[src/rtl/cri_map.svh]
`ifndef CRI_MAP_SVH
`define CRI_MAP_SVH

// Register byte offsets on the AXI4-Lite bus.
`define CRI_OFS_FETCH 8'h00
`define CRI_OFS_STACK 8'h04
`define CRI_OFS_FLAGS 8'h08
`define CRI_OFS_PAIR 8'h0C
`define CRI_OFS_IDX1 8'h10
`define CRI_OFS_IDX2 8'h14
`define CRI_OFS_PROD 8'h18
`define CRI_OFS_STATUS 8'h1C

// Reset values.
`define CRI_RST_16 16'h0000
`define CRI_RST_FLAGS 8'h00

// Flag bit positions and the mask of implemented flag bits.
`define CRI_F_S 7
`define CRI_F_Z 6
`define CRI_F_H 4
`define CRI_F_V 2
`define CRI_F_N 1
`define CRI_F_C 0
`define CRI_F_MASK 8'hD7

// Operation lengths in clock states.
`define CRI_PAIR_STATES 5'h0A
`define CRI_IDX_STATES 5'h12
`define CRI_MUL_STATES 5'h11

// AXI responses.
`define CRI_RESP_OKAY 2'h0
`define CRI_RESP_SLVERR 2'h2

`endif

[src/rtl/cri_pkg.sv]
package cri_pkg;

  // Sequencer states, one-hot.
  typedef enum logic [1:0] {
    CRI_IDLE = 2'b01,
    CRI_RUN = 2'b10
  } cri_state_t;

  // Operations that the decoder may request.
  typedef enum logic [2:0] {
    CRI_OP_INC_PAIR = 3'h0,
    CRI_OP_DEC_PAIR = 3'h1,
    CRI_OP_INC_IDX1 = 3'h2,
    CRI_OP_DEC_IDX1 = 3'h3,
    CRI_OP_INC_IDX2 = 3'h4,
    CRI_OP_DEC_IDX2 = 3'h5,
    CRI_OP_PRODUCT = 3'h6,
    CRI_OP_NONE = 3'h7
  } cri_op_t;

  // Whole state of the core block.
  typedef struct packed {
    cri_state_t state;
    cri_op_t op;
    logic use_prod;
    logic [4:0] cnt;
    logic busy;
    logic done;
    logic [15:0] pc;
    logic [15:0] sp;
    logic [15:0] hl;
    logic [15:0] ix;
    logic [15:0] iy;
    logic [15:0] prod;
    logic [7:0] f;
    logic [15:0] maddr;
    logic mrd;
    logic mwr;
    logic [7:0] mwdata;
    logic awready;
    logic wready;
    logic awok;
    logic wok;
    logic [7:0] awaddr;
    logic [31:0] wdata;
    logic [3:0] wstrb;
    logic bvalid;
    logic [1:0] bresp;
    logic arready;
    logic rvalid;
    logic [31:0] rdata;
    logic [1:0] rresp;
  } cri_st_t;

  // Merges the two low byte lanes of a write into a 16-bit register.
  function automatic logic [15:0] cri_merge(input logic [15:0] old,
      input logic [31:0] d, input logic [3:0] s);
    cri_merge = {s[1] ? d[15:8] : old[15:8], s[0] ? d[7:0] : old[7:0]};
  endfunction : cri_merge

endpackage : cri_pkg
[src/rtl/cri_alu.sv]
`timescale 1ns/1ps
`include "cri_map.svh"
module cri_alu (
  // Operand and operation.
  input wire logic [7:0] opnd,
  input wire logic dec,
  input wire logic [7:0] flags_in,
  // Result and new flags.
  output logic [7:0] result,
  output logic [7:0] flags_out
);
  import cri_pkg::*;

  // Plus or minus one with the flag effects; carry is kept as it was.
  always_comb begin
    result = dec ? opnd - 8'h01 : opnd + 8'h01;
    flags_out = flags_in & `CRI_F_MASK;
    flags_out[`CRI_F_S] = result[7];
    flags_out[`CRI_F_Z] = (result == 8'h00);
    flags_out[`CRI_F_H] = dec ? (opnd[3:0] == 4'h0) : (opnd[3:0] == 4'hF);
    flags_out[`CRI_F_V] = dec ? (opnd == 8'h80) : (opnd == 8'h7F);
    flags_out[`CRI_F_N] = dec;
  end

endmodule : cri_alu

[src/rtl/cri_core.sv]
`timescale 1ns/1ps
`include "cri_map.svh"
// Contract
// - Stack top pointer is forced to zero while reset is held.
// - Fetch counter is forced to zero during reset.
// - Fetch counter advances by one after every instruction byte fetch, except a fetch in the cycle of a software write to it.
// - Flags hold result status and are offered to program flow.
// - Sign flag, bit 7, copies the result's top bit.
// - Decrement byte at pair pointer in 10 states; N set, C kept.
// - Increment byte at pair pointer in 10 states; N clear, C kept.
// - Indexed increment or decrement completes in 18 states.
module cri_core (
  // Clock and reset.
  input wire logic aclk,
  input wire logic aresetn,
  // AXI4-Lite write channels.
  input wire logic [7:0] s_axi_awaddr,
  input wire logic s_axi_awvalid,
  output logic s_axi_awready,
  input wire logic [31:0] s_axi_wdata,
  input wire logic [3:0] s_axi_wstrb,
  input wire logic s_axi_wvalid,
  output logic s_axi_wready,
  output logic [1:0] s_axi_bresp,
  output logic s_axi_bvalid,
  input wire logic s_axi_bready,
  // AXI4-Lite read channels.
  input wire logic [7:0] s_axi_araddr,
  input wire logic s_axi_arvalid,
  output logic s_axi_arready,
  output logic [31:0] s_axi_rdata,
  output logic [1:0] s_axi_rresp,
  output logic s_axi_rvalid,
  input wire logic s_axi_rready,
  // Instruction decoder side.
  input wire logic fetch_byte,
  input wire logic op_start,
  input wire cri_pkg::cri_op_t op_sel,
  input wire logic [7:0] op_disp,
  input wire logic op_pair,
  output logic op_busy,
  output logic op_done,
  output logic [7:0] condition_flags,
  output logic [15:0] fetch_counter,
  output logic [15:0] stack_top_pointer,
  // Memory bus; read data is valid the cycle after mem_rd.
  output logic [15:0] mem_addr,
  output logic mem_rd,
  output logic mem_wr,
  output logic [7:0] mem_wdata,
  input wire logic [7:0] mem_rdata
);
  import cri_pkg::*;

  cri_st_t st_ff;
  cri_st_t nxt_st;
  logic pc_sw_wr;
  logic [7:0] alu_res;
  logic [7:0] alu_flags;
  logic [15:0] mul_src;
  logic [15:0] mul_res;

  // Plus or minus one unit; odd op codes are decrements.
  cri_alu u_alu (
    .opnd(mem_rdata),
    .dec(st_ff.op[0]),
    .flags_in(st_ff.f),
    .result(alu_res),
    .flags_out(alu_flags)
  );

  // Byte product of the chosen pair.
  assign mul_src = st_ff.use_prod ? st_ff.prod : st_ff.hl;
  assign mul_res = {8'h00, mul_src[15:8]} * {8'h00, mul_src[7:0]};

  // Next state: bus slave, fetch counter and operation sequencer.
  always_comb begin
    nxt_st = st_ff;
    pc_sw_wr = 1'b0;
    nxt_st.done = 1'b0;
    nxt_st.mrd = 1'b0;
    nxt_st.mwr = 1'b0;
    if (s_axi_awvalid && st_ff.awready) begin
      nxt_st.awok = 1'b1;
      nxt_st.awaddr = s_axi_awaddr;
    end
    if (s_axi_wvalid && st_ff.wready) begin
      nxt_st.wok = 1'b1;
      nxt_st.wdata = s_axi_wdata;
      nxt_st.wstrb = s_axi_wstrb;
    end
    if (st_ff.bvalid && s_axi_bready) begin
      nxt_st.bvalid = 1'b0;
    end
    if (st_ff.awok && st_ff.wok && !st_ff.bvalid) begin
      nxt_st.awok = 1'b0;
      nxt_st.wok = 1'b0;
      nxt_st.bvalid = 1'b1;
      nxt_st.bresp = `CRI_RESP_OKAY;
      case (st_ff.awaddr)
        `CRI_OFS_FETCH: begin
          nxt_st.pc = cri_merge(st_ff.pc, st_ff.wdata, st_ff.wstrb);
          pc_sw_wr = 1'b1;
        end
        `CRI_OFS_STACK: nxt_st.sp = cri_merge(st_ff.sp, st_ff.wdata,
            st_ff.wstrb);
        `CRI_OFS_FLAGS: begin
          if (st_ff.wstrb[0]) begin
            nxt_st.f = st_ff.wdata[7:0] & `CRI_F_MASK;
          end
        end
        `CRI_OFS_PAIR: nxt_st.hl = cri_merge(st_ff.hl, st_ff.wdata,
            st_ff.wstrb);
        `CRI_OFS_IDX1: nxt_st.ix = cri_merge(st_ff.ix, st_ff.wdata,
            st_ff.wstrb);
        `CRI_OFS_IDX2: nxt_st.iy = cri_merge(st_ff.iy, st_ff.wdata,
            st_ff.wstrb);
        `CRI_OFS_PROD: nxt_st.prod = cri_merge(st_ff.prod, st_ff.wdata,
            st_ff.wstrb);
        `CRI_OFS_STATUS: nxt_st.bresp = `CRI_RESP_OKAY;
        default: nxt_st.bresp = `CRI_RESP_SLVERR;
      endcase
    end
    nxt_st.awready = !nxt_st.awok && !nxt_st.bvalid;
    nxt_st.wready = !nxt_st.wok && !nxt_st.bvalid;
    // Read channel; the answer shows the block's live registers.
    if (st_ff.rvalid && s_axi_rready) begin
      nxt_st.rvalid = 1'b0;
    end
    if (s_axi_arvalid && st_ff.arready) begin
      nxt_st.rvalid = 1'b1;
      nxt_st.rresp = `CRI_RESP_OKAY;
      case (s_axi_araddr)
        `CRI_OFS_FETCH: nxt_st.rdata = {16'h0000, st_ff.pc};
        `CRI_OFS_STACK: nxt_st.rdata = {16'h0000, st_ff.sp};
        `CRI_OFS_FLAGS: nxt_st.rdata = {24'h000000, st_ff.f};
        `CRI_OFS_PAIR: nxt_st.rdata = {16'h0000, st_ff.hl};
        `CRI_OFS_IDX1: nxt_st.rdata = {16'h0000, st_ff.ix};
        `CRI_OFS_IDX2: nxt_st.rdata = {16'h0000, st_ff.iy};
        `CRI_OFS_PROD: nxt_st.rdata = {16'h0000, st_ff.prod};
        `CRI_OFS_STATUS: nxt_st.rdata = {28'h0000000, st_ff.op,
            st_ff.busy};
        default: begin
          nxt_st.rdata = 32'h00000000;
          nxt_st.rresp = `CRI_RESP_SLVERR;
        end
      endcase
    end
    nxt_st.arready = !nxt_st.rvalid;
    // A software write to the counter takes the place of that fetch.
    if (fetch_byte && !pc_sw_wr) begin
      nxt_st.pc = st_ff.pc + 16'h0001;
    end
    // Operation sequencer; a start while busy is ignored.
    case (st_ff.state)
      CRI_IDLE: begin
        if (op_start && op_sel != CRI_OP_NONE) begin
          nxt_st.state = CRI_RUN;
          nxt_st.busy = 1'b1;
          nxt_st.op = op_sel;
          nxt_st.use_prod = op_pair;
          case (op_sel)
            CRI_OP_INC_PAIR, CRI_OP_DEC_PAIR: begin
              nxt_st.cnt = `CRI_PAIR_STATES - 5'h01;
              nxt_st.maddr = st_ff.hl;
            end
            CRI_OP_INC_IDX1, CRI_OP_DEC_IDX1: begin
              nxt_st.cnt = `CRI_IDX_STATES - 5'h01;
              nxt_st.maddr = st_ff.ix + {{8{op_disp[7]}}, op_disp};
            end
            CRI_OP_INC_IDX2, CRI_OP_DEC_IDX2: begin
              nxt_st.cnt = `CRI_IDX_STATES - 5'h01;
              nxt_st.maddr = st_ff.iy + {{8{op_disp[7]}}, op_disp};
            end
            default: nxt_st.cnt = `CRI_MUL_STATES - 5'h01;
          endcase
        end
      end
      CRI_RUN: begin
        nxt_st.cnt = st_ff.cnt - 5'h01;
        if (st_ff.cnt == 5'h03 && st_ff.op != CRI_OP_PRODUCT) begin
          nxt_st.mrd = 1'b1;
        end
        if (st_ff.cnt == 5'h01) begin
          nxt_st.state = CRI_IDLE;
          nxt_st.busy = 1'b0;
          nxt_st.done = 1'b1;
          if (st_ff.op == CRI_OP_PRODUCT) begin
            if (st_ff.use_prod) begin
              nxt_st.prod = mul_res;
            end else begin
              nxt_st.hl = mul_res;
            end
          end else begin
            nxt_st.mwr = 1'b1;
            nxt_st.mwdata = alu_res;
            nxt_st.f = alu_flags;
          end
        end
      end
      default: begin
        nxt_st.state = CRI_IDLE;
        nxt_st.busy = 1'b0;
      end
    endcase
  end

  // State register with synchronous reset.
  always_ff @(posedge aclk) begin
    if (!aresetn) begin
      st_ff <= '0;
      st_ff.state <= CRI_IDLE;
      st_ff.op <= CRI_OP_NONE;
      st_ff.pc <= `CRI_RST_16;
      st_ff.sp <= `CRI_RST_16;
      st_ff.f <= `CRI_RST_FLAGS;
    end else begin
      st_ff <= nxt_st;
    end
  end

  // Outputs straight from the state register.
  assign s_axi_awready = st_ff.awready;
  assign s_axi_wready = st_ff.wready;
  assign s_axi_bvalid = st_ff.bvalid;
  assign s_axi_bresp = st_ff.bresp;
  assign s_axi_arready = st_ff.arready;
  assign s_axi_rvalid = st_ff.rvalid;
  assign s_axi_rdata = st_ff.rdata;
  assign s_axi_rresp = st_ff.rresp;
  assign op_busy = st_ff.busy;
  assign op_done = st_ff.done;
  assign condition_flags = st_ff.f;
  assign fetch_counter = st_ff.pc;
  assign stack_top_pointer = st_ff.sp;
  assign mem_addr = st_ff.maddr;
  assign mem_rd = st_ff.mrd;
  assign mem_wr = st_ff.mwr;
  assign mem_wdata = st_ff.mwdata;

  // Checks on reset values, counter stepping and operation timing.
  chk_sp_reset: assert property (@(posedge aclk) disable iff (!aresetn)
      $rose(aresetn) |-> st_ff.sp == 16'h0000)
    else $error("stack pointer not zero after reset");
  chk_pc_reset: assert property (@(posedge aclk) disable iff (!aresetn)
      $rose(aresetn) |-> st_ff.pc == 16'h0000)
    else $error("fetch counter not zero after reset");
  chk_pc_step: assert property (@(posedge aclk) disable iff (!aresetn)
      fetch_byte && !pc_sw_wr |=> st_ff.pc == $past(st_ff.pc) + 16'h0001)
    else $error("fetch counter did not advance");
  chk_sign_copy: assert property (@(posedge aclk) disable iff (!aresetn)
      st_ff.done && st_ff.op != CRI_OP_PRODUCT |->
      st_ff.f[7] == st_ff.mwdata[7])
    else $error("sign flag differs from result bit 7");
  chk_rmw_value: assert property (
      @(posedge aclk) disable iff (!aresetn)
      st_ff.done && st_ff.op != CRI_OP_PRODUCT |->
      st_ff.mwdata == (st_ff.op[0] ? $past(mem_rdata) - 8'h01 :
      $past(mem_rdata) + 8'h01))
    else $error("written byte is not the read byte plus or minus one");
  chk_pair_dec: assert property (@(posedge aclk) disable iff (!aresetn)
      op_start && st_ff.state == CRI_IDLE && op_sel == CRI_OP_DEC_PAIR |->
      ##10 (st_ff.done && st_ff.mwr && st_ff.f[1]))
    else $error("pair decrement not done in 10 states");
  chk_pair_inc: assert property (@(posedge aclk) disable iff (!aresetn)
      op_start && st_ff.state == CRI_IDLE && op_sel == CRI_OP_INC_PAIR |->
      ##10 (st_ff.done && st_ff.mwr && !st_ff.f[1]))
    else $error("pair increment not done in 10 states");
  chk_index_time: assert property (@(posedge aclk) disable iff (!aresetn)
      op_start && st_ff.state == CRI_IDLE && op_sel != CRI_OP_NONE &&
      op_sel != CRI_OP_PRODUCT && op_sel[2:1] != 2'b00 |->
      ##18 (st_ff.done && st_ff.mwr))
    else $error("indexed operation not done in 18 states");
  chk_product: assert property (@(posedge aclk) disable iff (!aresetn)
      op_start && st_ff.state == CRI_IDLE && op_sel == CRI_OP_PRODUCT |->
      ##17 (st_ff.done && !st_ff.mwr && st_ff.f == $past(st_ff.f, 17)))
    else $error("product not done in 17 states or flags moved");

endmodule : cri_core

[config.mk]
export PLATFORM = sky130hd
export DESIGN_NAME = cri_core
export DESIGN_NICKNAME = d
export VERILOG_FILES = /design/src/rtl/cri_pkg.sv /design/src/rtl/cri_alu.sv /design/src/rtl/cri_core.sv
export VERILOG_INCLUDE_DIRS = /design/src /design/src/rtl
export SDC_FILE = /design/constraint.sdc
export NUM_CORES = 1
export LEC_CHECK = 0
export BUFFER_PORTS_ARGS = -buffer_cell sky130_fd_sc_hd__buf_2
export CAP_MARGIN = 20
export CORE_MARGIN = 3
export CORE_UTILIZATION = 35
export DETAILED_ROUTE_END_ITERATION = 12
export GPL_TIMING_DRIVEN = 0
export PLACE_DENSITY_LB_ADDON = 0.08
export SYNTH_ARGS = -nofsm -noshare
export SYNTH_HDL_FRONTEND = slang
export SYNTH_HIERARCHICAL = 1
export SYNTH_SLANG_ARGS = --single-unit
[constraint.sdc]
create_clock -name aclk -period 12.24 [get_ports aclk]
set_input_delay 0 -clock aclk [delete_from_list [all_inputs] [get_ports aclk]]
set_output_delay 0 -clock aclk [all_outputs]
set_load 0.02 [all_outputs]
# Yosys cells after proc, flatten, opt, wreduce, memory -nomap -nowiden

Cells that the tools add are included.

Add/subtract/negate cells: 6
$mul: 1
Divide/modulo/power cells: 0
$lt $le $gt $ge: 0
Eq/ne operators: 32
Shifts and indexed selects: 0
Muxes and demuxes: 57
Bitwise logic cells: 1
Reductions and logical operators: 50

Operators with widths:

| kind                                           | number |
|---|---|
| 2-to-1 mux 16 bit                              | 14 |
| 2-to-1 mux 8 bit                               | 16 |
| one-hot mux 16 bit (8 select lines)            | 1 |
| 2-to-1 mux 104 bit                             | 1 |
| == test 8 x 5 -> 1 bit (second input constant) | 8 |
| 2-to-1 mux 24 bit                              | 2 |
| one-hot mux 16 bit (3 select lines)            | 1 |
| 2-to-1 mux 35 bit                              | 1 |
| AND reduction 3 bit                            | 11 |
| adder 16 bit                                   | 2 |
| == test 8 x 4 -> 1 bit (second input constant) | 4 |
| logical NOT 8 bit                              | 3 |
| one-hot mux 5 bit (2 select lines)             | 2 |
| adder 16 x 1 -> 16 bit (second input constant) | 1 |
| == test 8 x 3 -> 1 bit (second input constant) | 2 |
| multiplier 8 x 8 -> 16 bit                     | 1 |
| OR reduction 8 bit                             | 2 |
| logical AND 1 bit                              | 12 |
| 2-to-1 mux 12 bit                              | 1 |
| 2-to-1 mux 2 bit                               | 5 |
| nonzero test 2 bit                             | 5 |
| == test 3 bit (second input constant)          | 3 |
| 2-to-1 mux 1 bit                               | 9 |
| 2-to-1 mux 9 bit                               | 1 |
| 25 further kinds                               | 39 |

Register bits after elaboration: 212
Bits in latches: 0
RAM bits: 0
ROM bits: 0
Bits of input ports: 81
Output and inout bits: 109
Logic and storage cells: 182
Memories kept: 0

# Depth between registers and ports, before layout

Word-level depth: 7
Gate-level depth with buffers: 18
Gate-level depth less buffers: 17

# Hierarchy

The synthesis kept the hierarchy.

Modules (own cells, without submodules):

| module   | times used | cells each | area each (um^2) | seq. area each (um^2) |
|---|---|---|---|---|
| cri_core | 1          | 1469       | 12532.0          | 3883.7 |
| cri_alu  | 1          | 64         | 462.9            | 0.0 |

# Worst setup path before layout

Ideal clock, no wire load.

Path kind: register to register
Start: register st_ff[224] in the netlist's numbering
End: register st_ff[184] in the netlist's numbering
Data arrival time: 4.804 ns
Required time: 12.154 ns
Slack: 7.351 ns
Stages on the path, launching flop included: 17
Path buffers: 1
Clock period less this slack: 4.889 ns
Cells stage by stage: dfxtp_1 clkbuf_1 mux2i_1 or2_2 fa_1 fa_1 inv_1 fa_1 inv_1 fa_1 inv_1 ha_1 and4_1 o21ai_0 a2111oi_0 nor4_1 a211oi_1

Cells in the longest elaborated chain, start to end: 6

Ends and longest elaborated chain:

| what                       | RTL line        | source |
|---|---|---|
| start: declaration         | cri_core.sv:55  | `cri_st_t st_ff;` |
| start signal: assignment   | cri_core.sv:218 | `st_ff <= nxt_st;` |
| 2-to-1 mux 16 bit          | cri_core.sv:73  | `assign mul_src = st_ff.use_prod ? st_ff.prod : st_ff.hl;` |
| multiplier 8 x 8 -> 16 bit | cri_core.sv:74  | `assign mul_res = {8'h00, mul_src[15:8]} * {8'h00, mul_src[7:0]};` |
| 2-to-1 mux 16 bit (*)      | cri_core.sv:189 | `if (st_ff.use_prod) begin` |
| 2-to-1 mux 16 bit (*)      | cri_core.sv:188 | `if (st_ff.op == CRI_OP_PRODUCT) begin` |
| 2-to-1 mux 16 bit (*)      | cri_core.sv:184 | `if (st_ff.cnt == 5'h01) begin` |
| 2-to-1 mux 16 bit (*)      | cri_core.sv:155 | `case (st_ff.state)` |

Every way passes the cells marked *; elsewhere a longest branch is shown, timed or not.
A chain may end at the register's enable or synchronous reset.

# Final worst setup path

Same ends and word-level chain as after synthesis.

==> impl_metrics.ini <==
[global_route]
grt_util_met2_pct = 38.5
grt_pass1_wl_microns = 71200
grt_usage_pct = 24.1
grt_pass1_vias = 11600
met3_usage_pct = 4.18
use_met1_pct = 32.6
grt_max_degree = 20
antenna_found_initial = 0
busiest_layer = met2
gr-total-overflow = 0

[power]
p_sw_share_pct = 29.7
power.internal_w = 0.00102
clkPwrFrac_pct = 39.9
powerDensity_nw_per_um2 = 93.9
combPwrFrac_pct = 14.0
p_sw_w = 0.000430
peakVddDrop_uv = 70.9
p_seq_share_pct = 46.1
power.leakage_nw = 6.93

[clock_tree]
clock_sinks = 194
cts.repair.resized = 0
clk_path_buf_depth = 2
cts_max_level = 4
tritoncts = yes
cts_buffers = 17
clock_latency_ps = 470
clockRootBuffer = clkbuf_16
clk_pin_slew_ps = 70

[placement]
io_buffer_count = 150
place_area_sq_um = 14400
place_congestion = 0.916
hpwl_microns = 36700
post-place-ws_ps = 6170

[timing]
tightest_slew_ps = 1100
rsz0062_at_grt = no
min_period_over_period_pct = 49.2
slew_headroom_pct = 24.3
hold_viol_final = 0
tns_ps = 0
fin_crit_ps = 6020
fmax_mhz = 166
final_max_slew_viol_count = 0
hold_ws_ps = 30.9
finalClockSkew_ps = 22.4
setup_viol = 0
timing.final.ws_setup_ps = 6220

[critical_path]
required_ps = 12610
ff2ff_path_depth = 16
cp-start-kind = flip-flop
worstSetupStartpoint = st_ff[224]
crit_arrival_ps = 6390
r2r_start = st_ff[224]
reg2reg_to = st_ff[184]
r2r_setup_slack_ps = 6220
end_kind = flip-flop
crit_type = reg -> reg
critPathMaxFanout = 10
crit_path_end = st_ff[184]

[logic_synthesis]
ys_warn_count = 6
synth-main-ff-cell = dfxtp_1
synthCells = 1533
ys_top_cells_by_area = dfxtp_1 (30%), mux2i_1 (8.2%), ha_1 (6.5%)
syn_area_sq_um = 13000
synth.avg_cell_area_sq_um = 8.48
synth_edf_count = 0
synth_top_area_cell = dfxtp_1
ys_seq_area_share_pct = 29.9
synth_top_area_share_pct = 29.9
yosysUniqueCellTypes = 82
async_flop_share_pct = 0
ys_ff_latch = 194

[routing]
antenna_left = 0
num_vias = 12000
drt_iter0_markers = 815
drc = 0
wirelength_microns = 47600
wire_per_inst_microns = 21.3
viasPerCell = 5.37
firstDrtPassIters = 5

[cells_and_area]
drive_gt1_share_pct = 20.1
finish.instance_area_sq_um = 15400
areaGrowthSynthToFinish_pct = 18.6
nets = 1951
num_antenna_cells = 0

[die]
die_h_microns = 199
dieArea_sq_um = 39500
io_pins = 190
rows = 69
initial_core_util_pct = 36.0
die_w_microns = 199
coreArea_sq_um = 36100

[flow_run]
cap_violations = 0

[outcome]
outcome = complete, no violations

[worst_hold_path]
min_path_type = in -> reg
stage by stage:
stage	power, W	util, %	std cells
6_report	0.00145	42.7	2238
2_1_floorplan	0.000805	-	1551
5_1_grt	0.00151	42.7	2238
4_1_cts	0.00146	42.6	2233
3_5_place_dp	0.000873	39.9	2162
3_3_place_gp	0.000872	39.9	2162
metal layers:
metal / vias up / share of wire [%]
met1: 5755 / 45
met2: 428 / 45
li1: 5753 / -
met3: 80 / 6.0
met5: - / 0
met4: 0 / 3.6
placed cells by master, fill, tap and decap left out, types with 13 or more instances in the layout:
| cell type | n |
|---|---|
| a211oi_1 | 25 |
| a21o_1 | 21 |
| a21oi_1 | 122 |
| a22oi_1 | 25 |
| a31oi_1 | 17 |
| and3_1 | 15 |
| buf_2 | 155 |
| buf_4 | 110 |
| clkbuf_1 | 60 |
| clkbuf_16 | 17 |
| conb_1 | 20 |
| dfxtp_1 | 194 |
| dlygate4sd3_1 | 39 |
| fa_1 | 38 |
| ha_1 | 68 |
| inv_1 | 68 |
| mux2_2 | 23 |
| mux2i_1 | 107 |
| nand2_1 | 148 |
| nand3_1 | 32 |
| nor2_1 | 153 |
| nor2b_1 | 15 |
| nor3_1 | 26 |
| o21ai_0 | 57 |
| or2_2 | 13 |
| xnor2_1 | 13 |
synth_stat cells (15+ instances only):
library cell,count
nand2_1,148
fa_1,38
buf_4,106
nor2b_1,15
clkbuf_1,60
mux2i_1,107
o21ai_0,57
nand3_1,32
a22oi_1,25
a21o_1,21
a31oi_1,17
a211oi_1,25
ha_1,68
and3_1,15
mux2_2,23
inv_1,68
nor3_1,26
nor2_1,153
a21oi_1,122
dfxtp_1,194
flip-flops by register name, summed over array words and instances (netlist names), 8 cells and up:
| signal | flops |
|---|---|
| s_axi_rdata | 16 |
| st_ff | 103 |
| stack_top_pointer | 16 |
| mem_addr | 16 |
| mem_wdata | 8 |
| condition_flags | 8 |
| fetch_counter | 16 |
what timing repair did:
action / in CTS / in global routing
setup endpoints to repair: 0 / 0
endpoints found under the hold margin: 38 / 0
setup buffers: 0 / 0
hold buffers: 39 / 0
worst min-delay path by stage:
stage,start,cells past startpoint,endpoint,slack (ps)
detailed placement,s_axi_wdata[15],3,st_ff[58],250
global route,op_start,4,st_ff[228],70
finish,op_start,4,st_ff[228],30
floorplan,op_sel[0],2,st_ff[225],130
global placement,s_axi_wdata[5],3,st_ff[48],250
CTS,op_start,4,st_ff[228],7
power groups by stage:
stage               combinational, W  sequential, W  clock (W)
finish                      0.000202       0.000666   0.000578
detailed placement          0.000192       0.000681          0
floorplan                   0.000131       0.000674          0
global route                0.000223       0.000668   0.000616
CTS                         0.000202       0.000666   0.000588
global placement            0.000191       0.000681          0
critical path: stages (launching register included):
cell	delay [ps]
dfxtp_1	340
clkbuf_1	630
mux2i_1	920
or2_2	260
fa_1	450
fa_1	540
inv_1	50
fa_1	480
inv_1	50
fa_1	470
inv_1	40
ha_1	340
and4_1	190
o21ai_0	160
a2111oi_0	610
nor4_1	160
a211oi_1	230
logic make-up (layout without fill, tap and decap cells):
group                      Yosys count  in the layout  synth area share (%)
DFF                                194            194                  29.9
AOI/OAI and AO/OA                  345            345                  17.0
xor gates and xnor gates            24             24                  1.62
and+or+nand+nor                    482            482                  17.9
adders and majority gates          106            106                  12.4
muxes                              134            134                  10.8
other                                2             20                0.0578
buffers and inverters              246            472                  10.3
final cells by class:
class	count	area, sq um
fillers	3750	20700
multi-input cells	1111	7840
flip-flops and latches	194	3880
repair buffers	194	1180
plain buffers	177	1080
well taps	461	577
clock buffers	17	425
inverters	69	259
clock inverters	15	164
Note: power is estimated with default switching activity, not from simulation.
